## src/rivu_defs.vh

```
/*
  Constants for the reset and interrupt vector unit: vector word addresses,
  source count and boot reset address. Assumes inclusion by bare name.
*/
`ifndef RIVU_DEFS_VH
`define RIVU_DEFS_VH

`define RIVU_NUM_SRC      17
`define RIVU_PC_W         13
`define RIVU_VEC_W        5
`define RIVU_RESET_VEC    13'h0000
`define RIVU_BOOT_VEC     13'h1F00
`define RIVU_VEC_STRIDE   13'h0002
`define RIVU_SP_W         11
`define RIVU_SP_STEP      11'h002

`endif

```

## src/rivu_prio_enc.v

```verilog
/*
  Fixed priority encoder: lowest index wins.
  Assumes request bits already qualified by enables.
*/
`timescale 1ns/1ps
`default_nettype none

module rivu_prio_enc #(
  parameter N = 17,
  parameter W = 5
) (
  input  wire [N-1:0] req,
  output reg          any,
  output reg  [W-1:0] idx,
  output reg  [N-1:0] onehot
);

  integer i;

  // Scan from high to low so the lowest index is assigned last and wins
  always @*
  begin
    any    = 1'b0;
    idx    = {W{1'b0}};
    onehot = {N{1'b0}};
    for (i = N - 1; i >= 0; i = i - 1)
    begin
      if (req[i])
      begin
        any    = 1'b1;
        idx    = i[W-1:0];
        onehot = {N{1'b0}};
        onehot[i] = 1'b1;
      end
    end
  end

endmodule // rivu_prio_enc

`default_nettype wire

```

## src/rivu_vector_unit.v

```verilog
/*
  Reset and interrupt vector unit of an 8-bit core. Picks the winning
  request, produces its vector, acknowledges the source, handles the
  global enable, stack pointer steps and boot reset relocation.
  Assumes the core pulses insn_boundary and return_from_irq, and that
  nrst already combines every reset source.
*/
// Overview of operation
// - Seventeen interrupt sources plus reset, each with its own vector.
// - A request is taken only if its enable and global enable are set.
// - Vectors sit at the lowest program addresses; reset at zero.
// - Lower vector address wins; priority is fixed.
// - Reset beats everything; external request zero is next.
// - External request zero at 0x002, external request one at 0x004.
// - Timer two compare, overflow, timer one capture, compare A at 0x006-0x00C.
// - Timer one compare B 0x00E, overflow 0x010, timer zero overflow 0x012.
// - Serial transfer done 0x014, receive done 0x016.
// - Transmit buffer empty 0x018, transmit done 0x01A.
// - Converter 0x01C, data memory ready 0x01E, comparator 0x020, two-wire 0x022.
// - All reset causes share the one reset vector.
// - Boot reset fuse moves the reset start address to the boot loader.
// - With that fuse, reset vector is 0x1F00; interrupt vectors stay low.
// - Acceptance clears global enable; return from interrupt sets it.
// - Entry pushes return address, stack pointer minus two; return adds two.
// - Status register is never saved or restored by hardware.
`timescale 1ns/1ps
`default_nettype none
`include "rivu_defs.vh"

module rivu_vector_unit #(
  parameter NUM_SRC = `RIVU_NUM_SRC,
  parameter PC_W    = `RIVU_PC_W,
  parameter SP_W    = `RIVU_SP_W
) (
  // Clock, combined reset and the boot fuse
  input  wire                clk,
  input  wire                nrst,
  input  wire                boot_reset_select_fuse,
  // Pending request levels and their enables, listed in vector order
  input  wire                ext_request_zero,
  input  wire                ext_request_one,
  input  wire                t2_compare_match,
  input  wire                t2_overflow,
  input  wire                t1_capture_event,
  input  wire                t1_compare_match_a,
  input  wire                t1_compare_match_b,
  input  wire                t1_overflow,
  input  wire                t0_overflow,
  input  wire                serial_transfer_done,
  input  wire                receive_done,
  input  wire                tx_buffer_empty,
  input  wire                transmit_done,
  input  wire                adc_conversion_done,
  input  wire                nv_data_mem_ready,
  input  wire                analog_compare_event,
  input  wire                two_wire_event,
  input  wire [NUM_SRC-1:0]  irq_enable,
  // Core handshake and software writes to the enable bit and stack pointer
  input  wire                insn_boundary,
  input  wire                return_from_irq,
  input  wire                global_enable_set,
  input  wire                global_enable_clear,
  input  wire [PC_W-1:0]     return_pc,
  input  wire                sp_load,
  input  wire [SP_W-1:0]     sp_load_value,
  // Every output below is a flip-flop
  output reg                 global_irq_enable,
  output reg                 vector_valid,
  output reg  [PC_W-1:0]     vector_addr,
  output reg  [NUM_SRC-1:0]  irq_ack,
  output reg                 reset_fetch,
  output reg  [PC_W-1:0]     reset_start_addr,
  output reg                 push_valid,
  output reg  [PC_W-1:0]     push_pc,
  output reg  [SP_W-1:0]     stack_ptr
);

  localparam VEC_W = `RIVU_VEC_W;

  // Startup sequencer states
  // Two states suffice: one reset cycle, then normal running
  localparam ST_RESET = 1'b0;
  localparam ST_RUN   = 1'b1;

  wire [NUM_SRC-1:0] raw_req;
  wire [NUM_SRC-1:0] qual_req;
  wire               win_any;
  wire [VEC_W-1:0]   win_idx;
  wire [NUM_SRC-1:0] win_onehot;
  wire               take_irq;
  wire [PC_W-1:0]    win_vec;

  reg                state;
  reg                next_state;

  // Bit order equals vector order, so bit 0 maps to 0x002 and bit 16 to 0x022
  assign raw_req = {two_wire_event, analog_compare_event, nv_data_mem_ready,
                    adc_conversion_done, transmit_done, tx_buffer_empty,
                    receive_done, serial_transfer_done,
                    t0_overflow, t1_overflow, t1_compare_match_b,
                    t1_compare_match_a, t1_capture_event, t2_overflow,
                    t2_compare_match, ext_request_one, ext_request_zero};

  // Gate each request by its own enable and by the global enable
  // A masked request is not stored here; its source flag keeps it pending
  // until software enables it, so nothing is lost while the bit is low
  assign qual_req = raw_req & irq_enable & {NUM_SRC{global_irq_enable}};

  // Re-evaluated combinationally every cycle
  // A flat scan costs logic depth but keeps the fixed order easy to audit
  rivu_prio_enc #(
    .N (NUM_SRC),
    .W (VEC_W)
  ) u_prio (
    .req    (qual_req),
    .any    (win_any),
    .idx    (win_idx),
    .onehot (win_onehot)
  );

  // Vector number is index plus one, so address is 2*(index+1)
  // Index 16 lands on 0x022, so the upper address bits always stay zero
  assign win_vec = `RIVU_VEC_STRIDE *
                   ({{(PC_W-VEC_W){1'b0}}, win_idx} + {{(PC_W-1){1'b0}}, 1'b1});

  // Only sample at a boundary and never while the sequencer is still in ST_RESET
  // Blocking the first cycle after release keeps a vector from ever
  // coinciding with the reset fetch pulse
  assign take_irq = win_any & insn_boundary & (state == ST_RUN);

  // Reset sequencer: the cycle after the ST_RESET cycle presents the reset vector
  always @*
  begin
    case (state)
      ST_RESET: next_state = ST_RUN;
      ST_RUN:   next_state = ST_RUN;
      default:  next_state = ST_RESET;
    endcase
  end

  // Every reset cause arrives via nrst, so one reset vector serves all
  always @(posedge clk or negedge nrst)
  begin
    if (!nrst)
    begin
      state            <= ST_RESET;
      reset_fetch      <= 1'b0;
      reset_start_addr <= `RIVU_RESET_VEC;
    end
    else
    begin
      state       <= next_state;
      reset_fetch <= (state == ST_RESET);
      // Fuse read after release, never under the asynchronous reset
      // Limitation: a fuse change is only seen at the next reset
      if (state == ST_RESET)
      begin
        if (boot_reset_select_fuse)
          reset_start_addr <= `RIVU_BOOT_VEC;
        else
          reset_start_addr <= `RIVU_RESET_VEC;
      end
    end
  end

  // Global enable: accept clears it, return sets it; accept wins a tie
  // A software set and clear in one cycle leave the bit set
  always @(posedge clk or negedge nrst)
  begin
    if (!nrst)
      global_irq_enable <= 1'b0;
    else if (take_irq)
      global_irq_enable <= 1'b0;
    else if (return_from_irq || global_enable_set)
      global_irq_enable <= 1'b1;
    else if (global_enable_clear)
      global_irq_enable <= 1'b0;
  end

  // Vector and single acknowledge, one-cycle pulses per accept
  // vector_addr and push_pc hold until the next accept, so the core may read late
  always @(posedge clk or negedge nrst)
  begin
    if (!nrst)
    begin
      vector_valid <= 1'b0;
      vector_addr  <= `RIVU_RESET_VEC;
      irq_ack      <= {NUM_SRC{1'b0}};
      push_valid   <= 1'b0;
      push_pc      <= {PC_W{1'b0}};
    end
    else
    begin
      vector_valid <= take_irq;
      push_valid   <= take_irq;
      irq_ack      <= take_irq ? win_onehot : {NUM_SRC{1'b0}};
      if (take_irq)
      begin
        vector_addr <= win_vec;                    // interrupt vectors stay low
        push_pc     <= return_pc;                  // no status copy
      end
    end
  end

  // Stack pointer: two bytes per return address, load from software wins
  // No bound check: the pointer wraps, so software must place it first
  always @(posedge clk or negedge nrst)
  begin
    if (!nrst)
      stack_ptr <= {SP_W{1'b0}};
    else if (sp_load)
      stack_ptr <= sp_load_value;
    else if (take_irq)
      stack_ptr <= stack_ptr - `RIVU_SP_STEP;
    else if (return_from_irq)
      stack_ptr <= stack_ptr + `RIVU_SP_STEP;
  end

endmodule // rivu_vector_unit

`default_nettype wire

```

## config.mk

```make
export PLATFORM = sky130hd
export DESIGN_NAME = rivu_vector_unit
export DESIGN_NICKNAME = d
export VERILOG_FILES = /design/src/rivu_prio_enc.v /design/src/rivu_vector_unit.v
export VERILOG_INCLUDE_DIRS = /design/src
export SDC_FILE = /design/constraint.sdc
export NUM_CORES = 1
export LEC_CHECK = 0
export BUFFER_PORTS_ARGS = -buffer_cell sky130_fd_sc_hd__clkbuf_2
export CORE_UTILIZATION = 50
export DETAILED_ROUTE_END_ITERATION = 16
export GPL_TIMING_DRIVEN = 0
export HOLD_SLACK_MARGIN = 0.05
export PLACE_DENSITY = 0.86
export SKIP_LAST_GASP = 1
export SLEW_MARGIN = 25
export SYNTH_ARGS = -nofsm -noshare
export SYNTH_HDL_FRONTEND = slang
export SYNTH_SLANG_ARGS = --single-unit
```

## constraint.sdc

```tcl
create_clock -name clk -period 6.6 [get_ports clk]
set_input_delay 1.98 -clock clk [delete_from_list [all_inputs] [get_ports clk]]
set_output_delay 1.98 -clock clk [all_outputs]
set_load 0.01 [all_outputs]
```

=== Yosys cells after proc, flatten, opt, wreduce, memory -nomap -nowiden ===
Cells that the tools add are included.

* Bits in registers: 70
* Output and inout port bits: 71
* Word-level logic and storage cells: 79

* Add/sub/neg operators: 3
* Mux-type cells: 59
* Bitwise operators: 5
* Reductions and logical operators: 3

{| class="wikitable"
|+ Operators by type and width
! operator !! count
|-
| $mux 17 || 18
|-
| $mux 5 || 17
|-
| $and 17x17->17 || 2
|-
| $mux 11 || 3
|-
| $mux 1 || 20
|-
| $mux 13 || 1
|-
| $add 11x2->11 const B || 1
|-
| $sub 11x2->11 const B || 1
|-
| $add 5x1->6 const B || 1
|-
| $reduce_bool 3->1 || 2
|-
| $and 1x1->1 || 2
|-
| $logic_or 1x1->1 || 1
|-
| $not 1->1 || 1
|}

=== Logic depth before layout (Yosys ltp) ===
Gate-level depths: netlist (run 1).

* Depth in word-level cells: 23
* Depth in mapped cells: 12

=== Hierarchy ===
From an unflattened synthesis (run 1), not the netlist that was laid out.

* Cells, all modules: 332
* Area total of the unflattened synthesis: 3022.9 µm²

{| class="wikitable"
|+ Modules (own cells, without submodules)
! module !! instances !! cells an instance !! area an instance (µm²)
|-
| rivu_vector_unit || 1 || 278 || 2678.8
|-
| rivu_prio_enc || 1 || 54 || 344.1
|}

=== Least setup slack after synthesis (run 1) ===
Ideal clock, no wire load.

* Path kind: in2reg
* Start: input port ext_request_zero
* End: register stack_ptr[10]
* Setup time: 0.095 ns
* Arrival time: 5.092 ns
* Data required time: 6.505 ns
* Path slack: 1.412 ns
* Cell stages on the path: 12
* Path buffers: 1
* Cells stage by stage: a22o_1 o41a_1 o311ai_4 inv_4 buf_1 ha_1 a211oi_1 o21ai_0 a41o_1 and3_1 o21a_1 o31ai_1

* Cells in the longest elaborated chain, start to end: 7
* Elaborated cells between the ends (all ways): 8

{| class="wikitable"
|+ Ends and longest elaborated chain
! what !! RTL line !! source
|-
| start, declared || rivu_vector_unit.v:40 || <nowiki>input wire ext_request_zero,</nowiki>
|-
| $and 17x17->17 (*) (2 in a row) || rivu_vector_unit.v:107 || <nowiki>assign qual_req = raw_req & irq_enable & {NUM_SRC{global_irq_enable}};</nowiki>
|-
| $mux 1 (*) || rivu_prio_enc.v:28 || <nowiki>if (req[i])</nowiki>
|-
| $and 1x1->1 (*) (2 in a row) || rivu_vector_unit.v:129 || <nowiki>assign take_irq = win_any & insn_boundary & (state == ST_RUN);</nowiki>
|-
| named net take_irq || rivu_vector_unit.v:90 || <nowiki>wire take_irq;</nowiki>
|-
| $mux 11 || rivu_vector_unit.v:213 || <nowiki>else if (take_irq)</nowiki>
|-
| $mux 11 || rivu_vector_unit.v:211 || <nowiki>else if (sp_load)</nowiki>
|-
| end signal, assigned || rivu_vector_unit.v:210 || <nowiki>stack_ptr <= {SP_W{1'b0}};</nowiki>
|-
| end signal, assigned || rivu_vector_unit.v:212 || <nowiki>stack_ptr <= sp_load_value;</nowiki>
|-
| end signal, assigned || rivu_vector_unit.v:214 || <nowiki>stack_ptr <= stack_ptr - `RIVU_SP_STEP;</nowiki>
|-
| end, declared || rivu_vector_unit.v:75 || <nowiki>output reg [SP_W-1:0] stack_ptr</nowiki>
|}

The timed path passes the listed nets; every way through them passes the cells marked *.
A chain may end at the register's enable or synchronous reset.

=== Worst setup path after layout (run 1) ===
* Start: input port t1_overflow
* End: register stack_ptr[10]

* Cells in the longest elaborated chain, start to end: 14
* Elaborated cells between the ends (all ways): 15

{| class="wikitable"
|+ Ends and longest elaborated chain
! what !! RTL line !! source
|-
| start, declared || rivu_vector_unit.v:47 || <nowiki>input wire t1_overflow,</nowiki>
|-
| $and 17x17->17 (*) (2 in a row) || rivu_vector_unit.v:107 ||
|-
| $mux 1 (*) (8 in a row) || rivu_prio_enc.v:28 ||
|-
| $and 1x1->1 (*) (2 in a row) || rivu_vector_unit.v:129 ||
|-
| named net take_irq || rivu_vector_unit.v:90 ||
|-
| $mux 11 || rivu_vector_unit.v:213 ||
|-
| $mux 11 || rivu_vector_unit.v:211 ||
|}

Marks and branches as above.

==> metrics.txt, run 1 <==
routed len/inst=~13 um; Finished Core Util=0.6689; Synth-to-Final Area Change=28.78%; Netlist Area Pre-Place=0.002860 mm2; I/O Pins=137; Clock Skew=0.008865 ns; Lkg Pwr=0.002009 uW; Hold Path Class=reg -> reg; critical path arrival=5.82 ns; die area=between 0.006 and 0.007 mm2; Mapped Cells=310; Core Region=0.005507 mm2; max-slew violations=0; sequential fraction of the synthesis area=0.4549; Power Total=817.8 uW; global-route wire length before repair=11.43 mm; # DRC=0; Post-synth top flop=dfrtp_1; Clock Latency Late Sink=0.29 ns; Final ANT Viol Nets=0; P per Cell Area=between 200 and 250 mW/mm2; IO buf count=120; total CTS buffers=5; TNS Setup=0 ns; RD Place Congestion=0.8521; Max-Cap Viols=0; clk slew on worst S/H paths=approximately 0.090 ns; share of post-route cells with drive strength above 1=0.3459; WS Path Type=in -> reg; largest net degree at the start of global routing=53; DR iter-0 viols=roughly 160; Initial Util=0.5194; final hold violation count=0; Final nets=around 530; startpoint type of the worst setup path=input port; post-route minimum period=approximately 5.6 ns; Cells after DPL=~520; diode count=0; Congestion Overflow GR=0; achievable frequency=177.8 MHz; Die X=77.64 um; actual slew at the worst max-slew pin=0.9540 ns; Ys Warns=0; hpwl dp=5.477 mm; Max rail drop VDD=0.0001472 V; final WL=6.919 mm; Post-synth ARST share=1.000; Via density=5.231; CTS tree=done; post-route insts no fill=523; mean post-synth cell area=9.227 um2; Slew Limit Headroom=0.3640; EDFF count, synth=0; status=complete, no violations; clock root buffer=clkbuf_8; CTS Buffer Depth=2; final-report setup violation count=0; H-tree depth=2; vias in the first global route=2584; Cell variety after synth=52; register bit total from synthesis=52; die height=77.64 um; row count=27; via count=2736; TritonRoute pass-1 iters=4; required time worst endpoint=6.80 ns; RSZ-0062 raised after global routing=no; fin crit share=0.8522; Hold-fix buffers, CTS=0; antenna violations before repair=0; Setup crit end kind=flop; total track usage=0.2366; setup bufs post-CTS=0; worst-path fanout max=19; TritonCTS sink count=52; PostCTS Resize Cnt=0
==> state kept, by name, indices dropped and copies added (netlist names) <==
register	count
push_pc	13
stack_ptr	11
push_valid	1
state	1
vector_addr	6
reset_start_addr	1
irq_ack	17
reset_fetch	1
global_irq_enable	1
==> layer usage <==
| layer | track usage | share of wire | wire length, um |
|---|---|---|---|
| met5 | 0 | 0 | 0 |
| met4 | 0.07736 | 0.018 | 122 |
| met3 | 0.03882 | 0.067 | 465 |
| met2 | 0.4221 | 0.50 | 3454 |
| met1 | 0.2893 | 0.42 | 2876 |
==> cell usage in the layout, fill, tap and decap left out, types with 3 or more instances in the layout <==
cell type | netlist | layout
a211oi_1 | 4 | 4
a21o_1 | 3 | 3
a21oi_1 | 10 | 10
a22o_1 | 8 | 8
a22oi_1 | 4 | 4
buf_4 | 20 | 20
clkbuf_1 | 5 | 6
clkbuf_2 | 0 | 119
clkbuf_8 | 0 | 5
conb_1 | 2 | 16
dfrtp_1 | 52 | 52
ha_1 | 9 | 9
inv_1 | 6 | 6
mux2i_1 | 3 | 3
nand2_1 | 76 | 76
nand3_1 | 11 | 11
nand3b_1 | 5 | 5
nor2_1 | 15 | 15
nor3_1 | 11 | 11
nor4_1 | 3 | 3
o21ai_0 | 10 | 10
o21ai_1 | 5 | 5
o311ai_1 | 4 | 4
xnor2_1 | 4 | 4
xor2_1 | 4 | 4
==> area by class of cell <==
class / instances / area (um2)
tap: 72 / 90.09
sequential: 52 / 1301
clock buffer: 6 / 72.57
inverter: 7 / 28.78
fill: 482 / 1823
multi-input combinational: 236 / 1389
timing repair buffer: 120 / 603.1
clock inverter: 1 / 5.005
buffer: 29 / 193.9
==> where the power goes <==
part | switching [uW] | internal, uW
Sequential | 26.8 | 354
Clock | 94.1 | 72.3
Combinational | 153 | 117
Total | 274 | 544
==> cell families after synthesis <==
family                     count (synthesis)  share of synthesized area
and+or+nand+nor                          132                     0.2087
AOI/OAI and AO/OA                         65                     0.1667
DFF                                       52                     0.4549
buffers and inverters                     36                    0.07786
adders and majority gates                 10                    0.04637
xor gates and xnor gates                   8                    0.02449
muxes                                      5                    0.01837
other                                      2                   0.002626
==> critical path, stage by stage <==
cell and delay [ns]:
clkbuf_2 0.12, a22o_1 0.28, o41a_1 0.47, o311ai_4 0.47, inv_4 0.15, buf_1 0.45
ha_1 0.48, a211oi_1 0.36, o21ai_0 0.20, a41o_1 0.27, and3_1 0.20, o21a_1 0.18
o31ai_1 0.20
==> final timing paths <==
check	start	cells past startpoint	to	slack (ns)
worst max-delay path	t1_overflow	13	stack_ptr[10]	0.98
max in group asynchronous	nrst	1	stack_ptr[0]	4.40
worst min-delay path	push_pc[2]	2	push_pc[2]	0.49
min in group asynchronous	nrst	1	irq_ack[13]	1.75
worst max register to register	global_irq_enable	12	stack_ptr[10]	2.38
worst min register to register	push_pc[2]	2	push_pc[2]	0.49
==> synthesized netlist by cell type, drive strengths merged, types with 3 or more instances <==
cell	n	area (um2)
a211oi	4	30.03
a21o	3	22.52
a21oi	10	50.05
a22o	8	70.07
a22oi	4	30.03
buf	24	175.2
clkbuf	5	18.77
dfrtp	52	1301
ha	9	112.6
inv	7	28.78
mux2i	3	30.03
nand2	76	285.3
nand3	11	55.05
nand3b	5	37.54
nor2	16	76.32
nor3	11	55.05
nor4	3	18.77
o21ai	15	75.07
o311ai	5	61.31
xnor2	4	35.03
xor2	4	35.03
==> through the flow <==
step,hold WS (ns),setup WS [ns],cell area [um2]
floorplan,0.4926,1.412,2913
global placement,0.4584,0.8220,3603
detailed placement,0.4668,0.6988,3606
CTS,0.4869,0.9757,3684
global route,0.5150,0.7167,3684
finish,0.4854,0.9757,3684
Note: power is estimated with default switching activity, not from simulation.
==> run 2, diff against run 1 <==
--- a/config.mk
+++ b/config.mk
@@ -7,11 +7,13 @@
 export NUM_CORES = 1
 export LEC_CHECK = 0
 export BUFFER_PORTS_ARGS = -buffer_cell sky130_fd_sc_hd__clkbuf_2
-export CORE_UTILIZATION = 50
+export CELL_PAD_IN_SITES_DETAIL_PLACEMENT = 0
+export CELL_PAD_IN_SITES_GLOBAL_PLACEMENT = 1
+export CORE_UTILIZATION = 36
 export DETAILED_ROUTE_END_ITERATION = 16
 export GPL_TIMING_DRIVEN = 0
 export HOLD_SLACK_MARGIN = 0.05
-export PLACE_DENSITY = 0.86
+export PLACE_DENSITY_LB_ADDON = 0.1
 export SKIP_LAST_GASP = 1
 export SLEW_MARGIN = 25
 export SYNTH_ARGS = -nofsm -noshare
==> run 2 against run 1 <==
Against the previous run:
- via count decreased by 4.8%
- critical path depth unchanged
- final area increased by 2.4%
- highest routed layer unchanged
==> metrics.txt, run 2 (same netlist as run 1, synthesis figures left out) <==
clk slew on worst S/H paths=0.10 ns (was 0.09 ns); Core Region=0.007687 mm2 (was 0.005507 mm2); share of post-route cells with drive strength above 1=0.3481 (was 0.3459); startpoint type of the worst setup path=input port (unchanged); commonest cells after routing, fill and taps aside=clkbuf_2 (119), nand2_1 (76), dfrtp_1 (52) (unchanged); Clock Latency Late Sink=0.31 ns (was 0.29 ns); post-route minimum period=5.547 ns (was 5.624 ns); Slew Limit Headroom=0.3436 (was 0.3640); WS Path Type=in -> reg (unchanged); diode count=0 (unchanged); Max-Cap Viols=0 (unchanged); Hold-fix buffers, CTS=0 (unchanged); most common cell after layout, fill and taps aside=clkbuf_2 (unchanged); CTS tree=done (unchanged); Synth-to-Final Area Change=31.89% (was 28.78%); post-route insts no fill=553 (was 523); DR iter-0 viols=65 (was 159); RSZ-0062 raised after global routing=no (unchanged); Final ANT Viol Nets=0 (unchanged); Hold Path Class=reg -> reg (unchanged); Net Sw Frac=0.3156 (was 0.3351); row count=32 (was 27); IO buf count=120 (unchanged); routed len/inst=13.07 um (was 13.23 um); Cells after DPL=546 (was 516); status=complete, no violations (unchanged); Clock Skew=0.009552 ns (was 0.008865 ns); Largest regs=irq_ack: 17 flops, push_pc: 13 flops, stack_ptr: 11 flops (unchanged); global-route wire length before repair=11.96 mm (was 11.43 mm); worst path cell trace=clkbuf_2 -> a22o_1 -> o41a_1 -> o311ai_4 -> inv_4 -> buf_1 -> ha_1 -> a211oi_1 -> o21ai_0 -> a41o_1 -> and3_1 -> o21a_1 -> o31ai_1 (unchanged); Largest Register=irq_ack (unchanged); antenna violations before repair=0 (unchanged); Final nets=527 (unchanged); Max rail drop VDD=0.0001229 V (was 0.0001472 V); I/O Pins=137 (unchanged); Congestion Overflow GR=0 (unchanged); die height=91.14 um (was 77.64 um); NetSw=286.2 uW (was 274.0 uW); multi-input logic area=0.001389 mm2 (unchanged); number of fill cells=771 (was 482); combinational share of power=0.296 (was 0.330); total CTS buffers=5 (unchanged); die area=0.008306 mm2 (was 0.006027 mm2); H-tree depth=2 (unchanged); FF+latch area=0.001301 mm2 (unchanged); vias in the first global route=2454 (was 2584); total track usage=0.1793 (was 0.2366); worst-path fanout max=19 (unchanged); fin crit share=0.8404 (was 0.8522); Setup crit end kind=flop (unchanged); RD Place Congestion=0.7469 (was 0.8521); CP peak stage delay=0.52 ns (was 0.48 ns); TritonRoute pass-1 iters=6 (was 4); final hold violation count=0 (unchanged); hpwl dp=5.481 mm (was 5.477 mm); largest net degree at the start of global routing=53 (unchanged); actual slew at the worst max-slew pin=0.9846 ns (was 0.9540 ns); Die X=91.14 um (was 77.64 um); P per Cell Area=240.4 mW/mm2 (was 222.0 mW/mm2); required time worst endpoint=6.82 ns (was 6.80 ns); Int Power=620.7 uW (was 543.8 uW); clock root buffer=clkbuf_8 (unchanged); max-slew violations=0 (unchanged); via count=2606 (was 2736); Clk pwr share=0.285 (was 0.203); setup bufs post-CTS=0 (unchanged); Initial Util=0.3721 (was 0.5194); # DRC=0 (unchanged); Largest register FFs=17 (unchanged); TNS Setup=0 ns (unchanged); crit-path leading delay family=compound AO/OA/AOI/OAI gates (unchanged); PostCTS Resize Cnt=0 (unchanged); TritonCTS sink count=52 (unchanged); critical path arrival=5.77 ns (was 5.82 ns); final-report setup violation count=0 (unchanged); final WL=7.227 mm (was 6.919 mm); Via density=4.712 (was 5.231); WP buf/inv=3 (unchanged); CP max-delay cell=o41a_1 (was ha_1); achievable frequency=180.3 MHz (was 177.8 MHz); Lkg Pwr=0.002033 uW (was 0.002009 uW); sequential share of power=0.419 (was 0.466); CTS Buffer Depth=2 (unchanged)
run 2: cell types whose count changed in the layout (fill, tap and decap cells not counted):
cell | before | now
clkbuf_1 | 6 | 5
clkinv_2 | 1 | 0
bufinv_16 | 0 | 2
run 2: worst min-delay path: stages, from the launching register on:
cell	delay, ns
dfrtp_1	0.35
nand2_1	0.05
nand2_1	0.05
run 2: path summary, 6_finish.rpt:
| check | from | end | slack [ns] | cells past startpoint |
|---|---|---|---|---|
| min reg2reg | push_pc[0] | push_pc[0] | 0.48 | 2 |
| min | push_pc[0] | push_pc[0] | 0.48 | 2 |
| max reg2reg | global_irq_enable | stack_ptr[10] | 2.43 | 12 |
| max | ext_request_zero | stack_ptr[10] | 1.05 | 13 |
| min in group asynchronous | nrst | push_pc[3] | 1.74 | 1 |
| max in group asynchronous | nrst | irq_ack[14] | 4.37 | 1 |
run 2: final cells by class:
type | count | area share
buffer | 29 | 0.05141
clock buffer | 5 | 0.01824
clock inverter | 2 | 0.01592
inverter | 7 | 0.007629
multi-input combinational | 236 | 0.3682
sequential | 52 | 0.3449
tap | 102 | 0.03383
timing repair buffer | 120 | 0.1599
run 2: power groups by stage:
| stage | Clock [uW] | Combinational [uW] | Sequential, uW |
|---|---|---|---|
| final | 258 | 269 | 380 |
| after global routing | 273 | 302 | 385 |
| after CTS | 263 | 272 | 380 |
| after detailed placement | 0 | 270 | 387 |
| after global placement | 0 | 268 | 385 |
| after floorplan | 0 | 150 | 401 |
run 2: metrics by stage:
step	area (um2)	utilization	total power (uW)	hold slack [ns]	setup WS (ns)
6_report	3772	0.4907	906.9	0.4810	1.053
5_1_grt	3772	0.4907	960.7	0.4966	0.7563
4_1_cts	3772	0.4907	915.7	0.4862	0.9865
3_5_place_dp	3643	0.4740	656.8	0.4623	0.6857
3_3_place_gp	3641	0.4736	653.2	0.4603	0.7191
2_1_floorplan	2913	-	551.3	0.4926	1.412
run 2: metal layers:
metal  vias up  track usage  routed length (um)
met1      1181       0.2395                3339
li1       1340            -                   -
met3         5      0.04104                 457
met4         0      0.04497                  71
met5         -            0                   0
met2        80       0.2936                3358
